$ cat src/verilog/ccep_cfg.svh
// Register offsets, field positions, reset values and response codes for the cascaded counter.
`ifndef CCEP_CFG_SVH
`define CCEP_CFG_SVH
`define CCEP_OFF_CONTROL 8'h00
`define CCEP_OFF_PERIOD_LOW 8'h04
`define CCEP_OFF_PERIOD_HIGH 8'h08
`define CCEP_OFF_DUTY_LOW 8'h0C
`define CCEP_OFF_DUTY_HIGH 8'h10
`define CCEP_OFF_COUNT 8'h14
`define CCEP_OFF_STATUS 8'h18
`define CCEP_BIT_MODE 0
`define CCEP_BIT_EXT_SRC 1
`define CCEP_BIT_RUN 3
`define CCEP_LSB_TAP 4
`define CCEP_MSB_TAP 6
`define CCEP_BIT_FLOP_INIT 7
`define CCEP_BIT_STATUS_MATCH 0
`define CCEP_BIT_STATUS_FLOP 1
`define CCEP_RESET_BYTE 8'h00
`define CCEP_RESET_WORD 16'h0000
`define CCEP_ALL_ONES 16'hFFFF
`define CCEP_ONE 16'h0001
`define CCEP_RESP_OKAY 2'h0
`define CCEP_RESP_SLVERR 2'h2
`define CCEP_ZERO32 32'h0000_0000
`endif

$ cat src/verilog/ccep_pkg.sv
// Types shared by the cascaded counter design files.
package ccep_pkg;
	typedef enum logic [0:0] {
		CCEP_MODE_EVENT = 1'b0,
		CCEP_MODE_PWM = 1'b1
	} ccep_mode_t;
	typedef enum logic [2:0] {
		CCEP_TAP_DIV2048 = 3'b000,
		CCEP_TAP_DIV128 = 3'b001,
		CCEP_TAP_DIV32 = 3'b010,
		CCEP_TAP_DIV8 = 3'b011,
		CCEP_TAP_SUB = 3'b100,
		CCEP_TAP_DIV2 = 3'b101,
		CCEP_TAP_DIV1 = 3'b110,
		CCEP_TAP_SUB8 = 3'b111
	} ccep_tap_t;
endpackage

$ cat src/verilog/ccep_tick_if.sv
// Tick bundle between the source clock selector and the counter core.
`timescale 1ns/1ps
`default_nettype none
interface ccep_tick_if;
	// Selected tap code from the control register.
	logic [2:0] tap;
	// Slow clock mode flag; main clock taps are silenced while it is high.
	logic slow_mode;
	// One-cycle tick of the selected internal source clock.
	logic tick;
	modport sel (input tap, input slow_mode, output tick);
	modport core (output tap, output slow_mode, input tick);
endinterface
`default_nettype wire

$ cat src/verilog/ccep_top.sv
// Cascaded 16-bit event counter and PWM generator with an AXI4-Lite register slave.
//
// Implementation choices: the AXI4-Lite interface to the registers and the address map.
`timescale 1ns/1ps
`default_nettype none
`include "ccep_cfg.svh"
module ccep_top
	import ccep_pkg::*;
#(
	parameter int SUB_DIV = 610,
	parameter int ADDR_W = 8
) (
	// Clock and reset.
	input wire logic aclk,
	input wire logic aresetn,
	// AXI4-Lite write address channel.
	input wire logic [ADDR_W-1:0] s_axi_awaddr,
	input wire logic s_axi_awvalid,
	output logic s_axi_awready,
	// AXI4-Lite write data channel.
	input wire logic [31:0] s_axi_wdata,
	input wire logic [3:0] s_axi_wstrb,
	input wire logic s_axi_wvalid,
	output logic s_axi_wready,
	// AXI4-Lite write response channel.
	output logic [1:0] s_axi_bresp,
	output logic s_axi_bvalid,
	input wire logic s_axi_bready,
	// AXI4-Lite read address channel.
	input wire logic [ADDR_W-1:0] s_axi_araddr,
	input wire logic s_axi_arvalid,
	output logic s_axi_arready,
	// AXI4-Lite read data channel.
	output logic [31:0] s_axi_rdata,
	output logic [1:0] s_axi_rresp,
	output logic s_axi_rvalid,
	input wire logic s_axi_rready,
	// External count input and system clock mode.
	input wire logic count_input_pin,
	input wire logic slow_mode,
	// Timer outputs.
	output logic pwm_out_n,
	output logic match_irq
);
	// The control byte is laid out as follows.
	// Bit 0 picks the mode: zero counts events, one generates the PWM wave.
	// Bit 1 makes the PWM counter take the external pin instead of a tap.
	// Bit 2 is spare; it is stored and read back but drives nothing.
	// Bit 3 is the run bit, which starts and stops the cascaded counter.
	// Bits 6 to 4 choose the internal source clock tap.
	// Bit 7 is the starting level that the toggle flop takes while stopped.
	// All fields live in one byte, so one write changes them together.
	// Software should therefore stop the counter in one write and move the
	// flop level in a second write, never both at once.
	// Upper counter control byte: mode, source, run, tap and flop bit.
	logic [7:0] upper_counter_control;
	// Period compare bytes, unbuffered.
	logic [7:0] period_compare_low;
	logic [7:0] period_compare_high;
	// Duty bytes as written by software.
	logic [7:0] duty_compare_low;
	logic [7:0] duty_compare_high;
	// Active duty value used for matching and read back.
	logic [15:0] duty_active;
	// Cascaded up-counter.
	logic [15:0] count;
	// Toggle flip-flop driving the inverted PWM pin.
	logic toggle_flop;
	// Sticky match status; set by hardware, cleared by writing one.
	logic match_seen;
	// Write channel holding registers and flags.
	logic aw_held;
	logic w_held;
	logic [ADDR_W-1:0] aw_addr;
	logic [31:0] w_data;
	logic [3:0] w_strb;
	// Read channel state.
	logic [1:0] next_rresp;

	// Control field views.
	wire run_bit = upper_counter_control[`CCEP_BIT_RUN];
	wire flop_initial_bit = upper_counter_control[`CCEP_BIT_FLOP_INIT];
	wire pwm_mode = upper_counter_control[`CCEP_BIT_MODE] == CCEP_MODE_PWM;
	wire ext_src = upper_counter_control[`CCEP_BIT_EXT_SRC];
	wire [15:0] period_compare = {period_compare_high, period_compare_low};
	wire [15:0] duty_written = {duty_compare_high, duty_compare_low};

	// Tick sources.
	ccep_tick_if tk_bus ();
	logic ext_fall;
	assign tk_bus.tap = upper_counter_control[`CCEP_MSB_TAP:`CCEP_LSB_TAP];
	assign tk_bus.slow_mode = slow_mode;

	// Internal source clock selector.
	ccep_source_select #(
		.SUB_DIV(SUB_DIV)
	) u_sel (
		.aclk(aclk),
		.aresetn(aresetn),
		.tk(tk_bus)
	);

	// External input edge detector; the source keeps each level one cycle at least.
	ccep_event_edge u_edge (
		.aclk(aclk),
		.aresetn(aresetn),
		.level_in(count_input_pin),
		.fall(ext_fall)
	);

	// Each count step is a single-cycle enable; the counter never runs on its own clock.
	// A pin event lands in the same cycle the pin is first seen low, because the edge
	// detector compares the present level with the one registered before it.
	// The external source must keep each level for one cycle at least, or a
	// short pulse between two samples is lost and the count falls behind.
	// In event mode the pin is the only source, whatever the tap field says.
	// In PWM mode bit 1 chooses between the pin and the selected tap.
	// The run bit gates every step, so a stopped counter keeps its value.
	// Count enable: event mode always uses the pin, PWM mode as configured.
	wire count_step = run_bit && (pwm_mode ? (ext_src ? ext_fall : tk_bus.tick) : ext_fall);
	// Event mode match against the live compare value.
	wire event_match = !pwm_mode && count_step && (count == period_compare);
	// PWM duty match and overflow.
	wire duty_match = pwm_mode && count_step && (count == duty_active) && (count != `CCEP_ALL_ONES);
	wire overflow = pwm_mode && count_step && (count == `CCEP_ALL_ONES);

	// A write lands once both address and data are held and no response is pending.
	// Only the lowest byte lane carries register data; the upper lanes are ignored.
	// An offset outside the map is answered with an error and changes nothing.
	// The count register is read only; a write to it is accepted and dropped.
	// The status match bit is cleared by writing a one to it.
	// Holding both halves in registers lets the master offer them in any order.
	// The response stays up until the master takes it, and a new write waits.
	// Bus write decode.
	wire wr_fire = aw_held && w_held && !s_axi_bvalid;
	wire [7:0] wr_off = 8'(aw_addr);
	wire wr_ctrl = wr_fire && wr_off == `CCEP_OFF_CONTROL && w_strb[0];
	wire wr_plow = wr_fire && wr_off == `CCEP_OFF_PERIOD_LOW && w_strb[0];
	wire wr_phigh = wr_fire && wr_off == `CCEP_OFF_PERIOD_HIGH && w_strb[0];
	wire wr_dlow = wr_fire && wr_off == `CCEP_OFF_DUTY_LOW && w_strb[0];
	wire wr_dhigh = wr_fire && wr_off == `CCEP_OFF_DUTY_HIGH && w_strb[0];
	wire wr_stat = wr_fire && wr_off == `CCEP_OFF_STATUS && w_strb[0];
	wire wr_known = wr_off == `CCEP_OFF_CONTROL || wr_off == `CCEP_OFF_PERIOD_LOW
		|| wr_off == `CCEP_OFF_PERIOD_HIGH || wr_off == `CCEP_OFF_DUTY_LOW
		|| wr_off == `CCEP_OFF_DUTY_HIGH || wr_off == `CCEP_OFF_COUNT
		|| wr_off == `CCEP_OFF_STATUS;
	wire [7:0] ctrl_new = w_data[7:0];
	// Flop bit may only move while the counter stays stopped, not in the stopping write.
	wire flop_load = wr_ctrl && !run_bit && !ctrl_new[`CCEP_BIT_RUN];

	// Read decode; the duty address returns the active value.
	wire [7:0] rd_off = 8'(s_axi_araddr);
	wire rd_take = s_axi_arvalid && !s_axi_rvalid;
	logic [31:0] rd_word;
	always_comb begin
		next_rresp = `CCEP_RESP_OKAY;
		case (rd_off)
			`CCEP_OFF_CONTROL: rd_word = {24'h000000, upper_counter_control};
			`CCEP_OFF_PERIOD_LOW: rd_word = {24'h000000, period_compare_low};
			`CCEP_OFF_PERIOD_HIGH: rd_word = {24'h000000, period_compare_high};
			`CCEP_OFF_DUTY_LOW: rd_word = {24'h000000, duty_active[7:0]};
			`CCEP_OFF_DUTY_HIGH: rd_word = {24'h000000, duty_active[15:8]};
			`CCEP_OFF_COUNT: rd_word = {16'h0000, count};
			`CCEP_OFF_STATUS: rd_word = {30'h00000000, toggle_flop, match_seen};
			default: begin
				rd_word = `CCEP_ZERO32;
				next_rresp = `CCEP_RESP_SLVERR;
			end
		endcase
	end

	// Ready outputs are combinational: accept each channel while nothing is held.
	assign s_axi_awready = !aw_held;
	assign s_axi_wready = !w_held;
	assign s_axi_arready = !s_axi_rvalid;
	// Inverted PWM pin follows the flop at all times.
	assign pwm_out_n = !toggle_flop;

	// Write address and data capture, in either order.
	always_ff @(posedge aclk) begin
		if (!aresetn) begin
			aw_held <= 1'b0;
			w_held <= 1'b0;
			aw_addr <= '0;
			w_data <= `CCEP_ZERO32;
			w_strb <= 4'h0;
		end else begin
			if (s_axi_awvalid && !aw_held) begin
				aw_held <= 1'b1;
				aw_addr <= s_axi_awaddr;
			end else if (wr_fire) begin
				aw_held <= 1'b0;
			end
			if (s_axi_wvalid && !w_held) begin
				w_held <= 1'b1;
				w_data <= s_axi_wdata;
				w_strb <= s_axi_wstrb;
			end else if (wr_fire) begin
				w_held <= 1'b0;
			end
		end
	end

	// Write response, raised once both halves were used.
	always_ff @(posedge aclk) begin
		if (!aresetn) begin
			s_axi_bvalid <= 1'b0;
			s_axi_bresp <= `CCEP_RESP_OKAY;
		end else if (wr_fire) begin
			s_axi_bvalid <= 1'b1;
			s_axi_bresp <= wr_known ? `CCEP_RESP_OKAY : `CCEP_RESP_SLVERR;
		end else if (s_axi_bready) begin
			s_axi_bvalid <= 1'b0;
		end
	end

	// Read data register, loaded when the address is taken.
	always_ff @(posedge aclk) begin
		if (!aresetn) begin
			s_axi_rvalid <= 1'b0;
			s_axi_rdata <= `CCEP_ZERO32;
			s_axi_rresp <= `CCEP_RESP_OKAY;
		end else if (rd_take) begin
			s_axi_rvalid <= 1'b1;
			s_axi_rdata <= rd_word;
			s_axi_rresp <= next_rresp;
		end else if (s_axi_rready) begin
			s_axi_rvalid <= 1'b0;
		end
	end

	// Control and compare registers; period bytes act immediately.
	always_ff @(posedge aclk) begin
		if (!aresetn) begin
			upper_counter_control <= `CCEP_RESET_BYTE;
			period_compare_low <= `CCEP_RESET_BYTE;
			period_compare_high <= `CCEP_RESET_BYTE;
			duty_compare_low <= `CCEP_RESET_BYTE;
			duty_compare_high <= `CCEP_RESET_BYTE;
		end else begin
			if (wr_ctrl) begin
				upper_counter_control <= ctrl_new;
			end
			if (wr_plow) begin
				period_compare_low <= w_data[7:0];
			end
			if (wr_phigh) begin
				period_compare_high <= w_data[7:0];
			end
			if (wr_dlow) begin
				duty_compare_low <= w_data[7:0];
			end
			if (wr_dhigh) begin
				duty_compare_high <= w_data[7:0];
			end
		end
	end

	// The duty value is double buffered so a running wave never sees half an update.
	// Software writes the two bytes into the written copy at any time.
	// While the counter runs, the written copy moves across only at overflow.
	// A write that lands on the overflow cycle itself may mix old and new bytes,
	// so software should write just after the overflow interrupt.
	// While stopped, the active copy follows the written one on every cycle.
	// Reads of the duty offsets always show the active copy.
	// While running, a fresh value therefore reads back only after the next overflow.
	// Active duty: copied at overflow while running, at once while stopped.
	always_ff @(posedge aclk) begin
		if (!aresetn) begin
			duty_active <= `CCEP_RESET_WORD;
		end else if (!run_bit) begin
			duty_active <= duty_written;
		end else if (overflow) begin
			duty_active <= duty_written;
		end
	end

	// Cascaded counter: event match and overflow clear it, duty match does not.
	always_ff @(posedge aclk) begin
		if (!aresetn) begin
			count <= `CCEP_RESET_WORD;
		end else if (event_match || overflow) begin
			count <= `CCEP_RESET_WORD;
		end else if (count_step) begin
			count <= count + `CCEP_ONE;
		end
	end

	// The toggle flop is the only state behind the inverted PWM pin.
	// A duty match inverts it once in the period and overflow inverts it again.
	// A duty value of all ones never matches on its own; overflow handles it.
	// The starting level comes from bit 7, but only while stopped before and after
	// the write, so a stopping write cannot also move the pin level.
	// When the counter stops, the flop simply keeps its level, and so does the pin.
	// Reset clears the flop, which leaves the inverted pin high.
	// Choosing the starting level gives positive or negative pulses.
	// Toggle flop: reset to zero, loads the initial bit while stopped, inverts on events.
	always_ff @(posedge aclk) begin
		if (!aresetn) begin
			toggle_flop <= 1'b0;
		end else if (flop_load) begin
			toggle_flop <= ctrl_new[`CCEP_BIT_FLOP_INIT];
		end else if (duty_match || overflow) begin
			toggle_flop <= !toggle_flop;
		end
	end

	// The interrupt is a registered one-cycle pulse, one clock after the step.
	// In event mode it marks the compare match; in PWM mode it marks overflow.
	// The sticky status bit lets software poll for a match it did not catch.
	// If a new match and a clear land together, the match is kept so no event
	// is lost; software sees the bit still set and clears it again.
	// The block has no interrupt controller; the pulse goes to the outside.
	// Match pulse and sticky status; a new match wins over the clear.
	always_ff @(posedge aclk) begin
		if (!aresetn) begin
			match_irq <= 1'b0;
			match_seen <= 1'b0;
		end else begin
			match_irq <= event_match || overflow;
			if (event_match || overflow) begin
				match_seen <= 1'b1;
			end else if (wr_stat && w_data[`CCEP_BIT_STATUS_MATCH]) begin
				match_seen <= 1'b0;
			end
		end
	end
endmodule
`default_nettype wire

$ cat src/verilog/ccep_source_select.sv
// Prescaler and source clock selector producing one-cycle tick enables.
`timescale 1ns/1ps
`default_nettype none
module ccep_source_select
	import ccep_pkg::*;
#(
	parameter int SUB_DIV = 610
) (
	// Clock and reset.
	input wire logic aclk,
	input wire logic aresetn,
	// Tick bundle.
	ccep_tick_if.sel tk
);
	// Free running main prescaler; bit k toggles at aclk/2^(k+1).
	logic [10:0] pre;
	// Previous prescaler value for rising edge detection of each tap.
	logic [10:0] pre_d;
	// Subclock divider counter and its one-cycle pulse.
	logic [15:0] sub_cnt;
	logic sub_tick;
	// Subclock divided by eight.
	logic [2:0] sub8;
	// Edge pulses of each prescaler bit.
	wire [10:0] edge_pulse = pre & ~pre_d;
	wire sub_end = (sub_cnt == 16'(SUB_DIV - 1));
	wire sub8_tick = sub_tick && (sub8 == 3'h7);
	// Main clock taps are blocked in slow mode.
	wire main_ok = !tk.slow_mode;

	// Prescaler chain advancing every cycle.
	always_ff @(posedge aclk) begin
		if (!aresetn) begin
			pre <= 11'h000;
			pre_d <= 11'h000;
			sub_cnt <= `CCEP_RESET_WORD;
			sub_tick <= 1'b0;
			sub8 <= 3'h0;
		end else begin
			pre <= pre + 11'h001;
			pre_d <= pre;
			sub_cnt <= sub_end ? `CCEP_RESET_WORD : sub_cnt + `CCEP_ONE;
			sub_tick <= sub_end;
			if (sub_tick) begin
				sub8 <= sub8 + 3'h1;
			end
		end
	end

	// Tap selection; main clock taps only count outside slow mode.
	always_comb begin
		case (ccep_tap_t'(tk.tap))
			CCEP_TAP_DIV2048: tk.tick = main_ok && edge_pulse[10];
			CCEP_TAP_DIV128: tk.tick = main_ok && edge_pulse[6];
			CCEP_TAP_DIV32: tk.tick = main_ok && edge_pulse[4];
			CCEP_TAP_DIV8: tk.tick = main_ok && edge_pulse[2];
			CCEP_TAP_SUB: tk.tick = sub_tick;
			CCEP_TAP_DIV2: tk.tick = main_ok && edge_pulse[0];
			CCEP_TAP_DIV1: tk.tick = main_ok;
			CCEP_TAP_SUB8: tk.tick = sub8_tick;
			default: tk.tick = 1'b0;
		endcase
	end
endmodule
`default_nettype wire

$ cat src/verilog/ccep_event_edge.sv
// Falling edge detector for the external count input.
`timescale 1ns/1ps
`default_nettype none
module ccep_event_edge (
	// Clock and reset.
	input wire logic aclk,
	input wire logic aresetn,
	// External level, taken as synchronous.
	input wire logic level_in,
	// One-cycle pulse on each falling edge.
	output logic fall
);
	// Previous sampled level; idles high so reset gives no false edge.
	logic prev;

	// Register the level for edge comparison.
	always_ff @(posedge aclk) begin
		if (!aresetn) begin
			prev <= 1'b1;
		end else begin
			prev <= level_in;
		end
	end

	// A high to low step is one event.
	assign fall = prev && !level_in;
endmodule
`default_nettype wire

$ cat config.mk
export PLATFORM = sky130hd
export DESIGN_NAME = ccep_top
export DESIGN_NICKNAME = d
export VERILOG_FILES = /design/src/verilog/ccep_pkg.sv /design/src/verilog/ccep_tick_if.sv /design/src/verilog/ccep_top.sv /design/src/verilog/ccep_source_select.sv /design/src/verilog/ccep_event_edge.sv
export VERILOG_INCLUDE_DIRS = /design/src /design/src/verilog
export SDC_FILE = /design/constraint.sdc
export NUM_CORES = 1
export LEC_CHECK = 0
export ABC_AREA = 1
export BUFFER_PORTS_ARGS = -buffer_cell sky130_fd_sc_hd__buf_2
export CAP_MARGIN = 30
export CELL_PAD_IN_SITES_DETAIL_PLACEMENT = 1
export CELL_PAD_IN_SITES_GLOBAL_PLACEMENT = 1
export CORE_ASPECT_RATIO = 2
export CORE_UTILIZATION = 41
export CTS_CLUSTER_SIZE = 20
export DETAILED_ROUTE_END_ITERATION = 8
export PLACE_DENSITY = 0.76
export SLEW_MARGIN = 20
export SYNTH_ARGS = -nofsm -noshare
export SYNTH_HDL_FRONTEND = slang
export SYNTH_SLANG_ARGS = --single-unit
$ cat constraint.sdc
create_clock -name aclk -period 1.9 [get_ports aclk]
set_input_delay 0.095 -clock aclk [delete_from_list [all_inputs] [get_ports aclk]]
set_output_delay 0.095 -clock aclk [all_outputs]
set_load 0.005 [all_outputs]
==> impl_metrics.tcl <==
set metrics [dict create \
    status "finished with violations" \
    violations "setup timing" \
    gr-total-overflow 0 \
    routed_wl_mm 26.62 \
    worstSkewPairLatency_ns 0.43 \
    path_cells "ha_4, ha_4, inv_2, nor2_1, o21ai_1, a21oi_1, nand2_1, buf_6, a21oi_4, buf_12, buf_12, buf_8, nand2_1, o21ai_2, inv_1, nor2_2" \
    rsz0062_at_grt "yes" \
    synth-seq-cells 151 \
    core_area_mm2 0.01719 \
    slew_headroom 0.5622 \
    clock_path_buffers 2 \
    final_cell_count_no_fill 1348 \
    path_buf_inv 6 \
    first_global_vias 7700 \
    drtAntennaViolNets 0 \
    min_period_over_period 1.098 \
    syn_to_final_growth_pct 31.04 \
    initial_utilization 0.4192 \
    grt_pass1_wl_mm 39.44 \
    final_cell_area_mm2 0.009440 \
    dp_hpwl_mm 17.89 \
    period_minus_slack_ns 2.086 \
    ioPinCount 104 \
    port-buffer-count 58 \
    hold-worst-slack_ns 0.01947 \
    final_core_util 0.5493 \
    clock_skew_ns 0.01034 \
    cts_made_buffers 17 \
    synth_area_mm2 0.007204 \
    placed_area_mm2 0.007959 \
    rows 68 \
    grt_util_all_layers 0.2951 \
    critPathKind "reg2reg" \
    tns_ns -3.756 \
    pwr_density_cell_mw_per_mm2 767.0 \
    yosysUniqueCellTypes 42 \
    drive_gt1_frac 0.2285 \
    cts_tree "yes" \
    place.gp.congestion 0.9814 \
    die_y_um 189.5 \
    n_antenna_cell 0 \
    via_per_inst 5.428 \
    routedWlPerCell_um 19.75 \
    num_vias 7317 \
    drtIter0Drc 306 \
    cts-root-buf "clkbuf_16" \
    crit_slowest_cell "dfxtp_2" \
    worst_slew_pin_slew_ns 0.6567 \
    antenna_found_initial 0 \
    cts_sinks 151 \
    max_freq_ghz 0.4794 \
    postSynth.asyncResetShare 0 \
    critPathMaxStageDelay_ns 0.35 \
    critPathLaunchType "flip-flop" \
    drv_cap 0 \
    grt_max_degree 39 \
    hp-class "in2reg" \
    htree_levels 4 \
    worst_ep_arrival_time_ns 2.45 \
    cp_max_fo 6 \
    total_power_mw 7.241 \
    finalSetupViolations 32 \
    peakVddDrop_v 0.0005176 \
    synthFlopType "dfxtp_1" \
    dr.pass1.iters 4 \
    avgSynthCellArea_um2 7.263 \
    p_leak_nw 3.956 \
    dieArea_mm2 0.01814 \
    ys_warn_count 0 \
    worst_setup_path_end_kind "flip-flop" \
    synth_cells 992 \
    drcViolationCount 0 \
    layout_commonest_cell "dfxtp_1" \
    synth_edf_count 0 \
    cp.required_ns 2.26 \
    synth_seq_area_share 0.4196 \
    nets 1192 \
    critical-path-top-delay-family "buffers and inverters" \
    layout_setup_ws_ns -0.1857 \
    finalHoldViolCount 0 \
    layout_common_cells "dfxtp_1 (145), nand2_1 (141), inv_1 (131), nor2_1 (119), a21oi_1 (80)" \
    drv_slew 0 \
    clk_pin_slew_ns 0.06 \
    dp.cells 1278 \
    pre_cts_slack_ns -0.08013 \
    die_x_um 95.73 \
]
-- registers in the layout (all words and copies together), names as in the netlist, 3 cells and up --
signal	flops
duty_compare_high	8
duty_compare_low	8
aw_addr	8
duty_active	16
w_data	8
u_sel.pre_d	5
s_axi_rdata	16
period_compare_low	8
period_compare_high	8
u_sel.pre	11
count	16
u_sel.sub8	3
u_sel.sub_cnt	16
upper_counter_control	8
-- cells in the mapped netlist, types with 3 or more instances --
master    count  share of area
nor4_4        3         0.0089
nand3_1      43          0.030
o31ai_1       3         0.0031
nor2_1      129          0.067
o22ai_1      17          0.015
buf_2         9         0.0063
nor4_1        5         0.0043
inv_1       133          0.069
buf_6         4         0.0063
xor2_1       33          0.040
a211oi_1     16          0.017
nand2_2       5         0.0043
inv_2         4         0.0021
clkbuf_1     19         0.0099
o21a_1        3         0.0031
xnor2_1       6         0.0073
buf_1         3         0.0016
nor3_1       17          0.012
buf_4        21          0.022
a211oi_2      3         0.0052
dfxtp_1     151           0.42
nor2_2        3         0.0026
nand2_1     151          0.079
nor3_2        4         0.0056
ha_1          6          0.010
a21oi_1      94          0.065
o21ai_0      76          0.053
nand4_1      13          0.011
-- kinds of logic (layout without fill, tap and decap cells) --
logic type | after synthesis | count (layout) | share of synthesized area
simple gates | 381 | 382 | 0.2350
other cells | 1 | 18 | 0.0005205
flops | 151 | 151 | 0.4196
fa+ha+maj | 6 | 6 | 0.01042
xor+xnor | 39 | 39 | 0.04741
buf+inv | 196 | 324 | 0.1190
compound gates | 218 | 218 | 0.1681
-- layer usage --
layer | track usage | share of wire
met1 | 0.2598 | 0.32
met2 | 0.5505 | 0.55
met3 | 0.07028 | 0.040
met4 | 0.2204 | 0.089
met5 | 0 | 0
-- path summary, 6_finish.rpt --
path                   from        endpoint  slack [ns]  cells after the start
max           u_sel.sub8[0]        count[8]       -0.19                     16
min          s_axi_wdata[6]       w_data[6]        0.02                      3
max reg2reg   u_sel.sub8[0]        count[8]       -0.19                     16
min reg2reg    u_sel.pre[4]  u_sel.pre_d[4]        0.45                      2
-- final cells by class --
cell class,instances,area (um2)
fill,2149,7746
multi-input combinational,663,3789
sequential,151,3030
timing repair buffer,153,1234
inverter,139,529.3
clock buffer,20,446.7
tap,210,262.8
clock inverter,12,148.9
-- what timing repair did --
action                                  CTS  global route
gates resized for setup                  47            71
buffers inserted                          5             5
endpoints found under the setup margin   32            42
hold endpoints to repair                 22             0
pin swaps                                14            24
gates cloned                              5             1
hold buffers                             22             0
-- worst reg2reg max path, stage by stage, from the launching register on --
cell,delay [ns]
dfxtp_2,0.35
ha_4,0.14
ha_4,0.12
inv_2,0.02
nor2_1,0.08
o21ai_1,0.06
a21oi_1,0.16
nand2_1,0.12
buf_6,0.14
a21oi_4,0.15
buf_12,0.13
buf_12,0.12
buf_8,0.12
nand2_1,0.06
o21ai_2,0.09
inv_1,0.08
nor2_2,0.09
-- power breakdown --
| group | internal (mW) | leakage (nW) | switching (mW) |
|---|---|---|---|
| sequential | 3.23 | 1.23 | 0.0502 |
| combinational | 0.167 | 2.43 | 0.302 |
| clock | 2.10 | 0.294 | 1.39 |
| total | 5.50 | 3.96 | 1.74 |
Note: power is estimated with default switching activity, not from simulation.
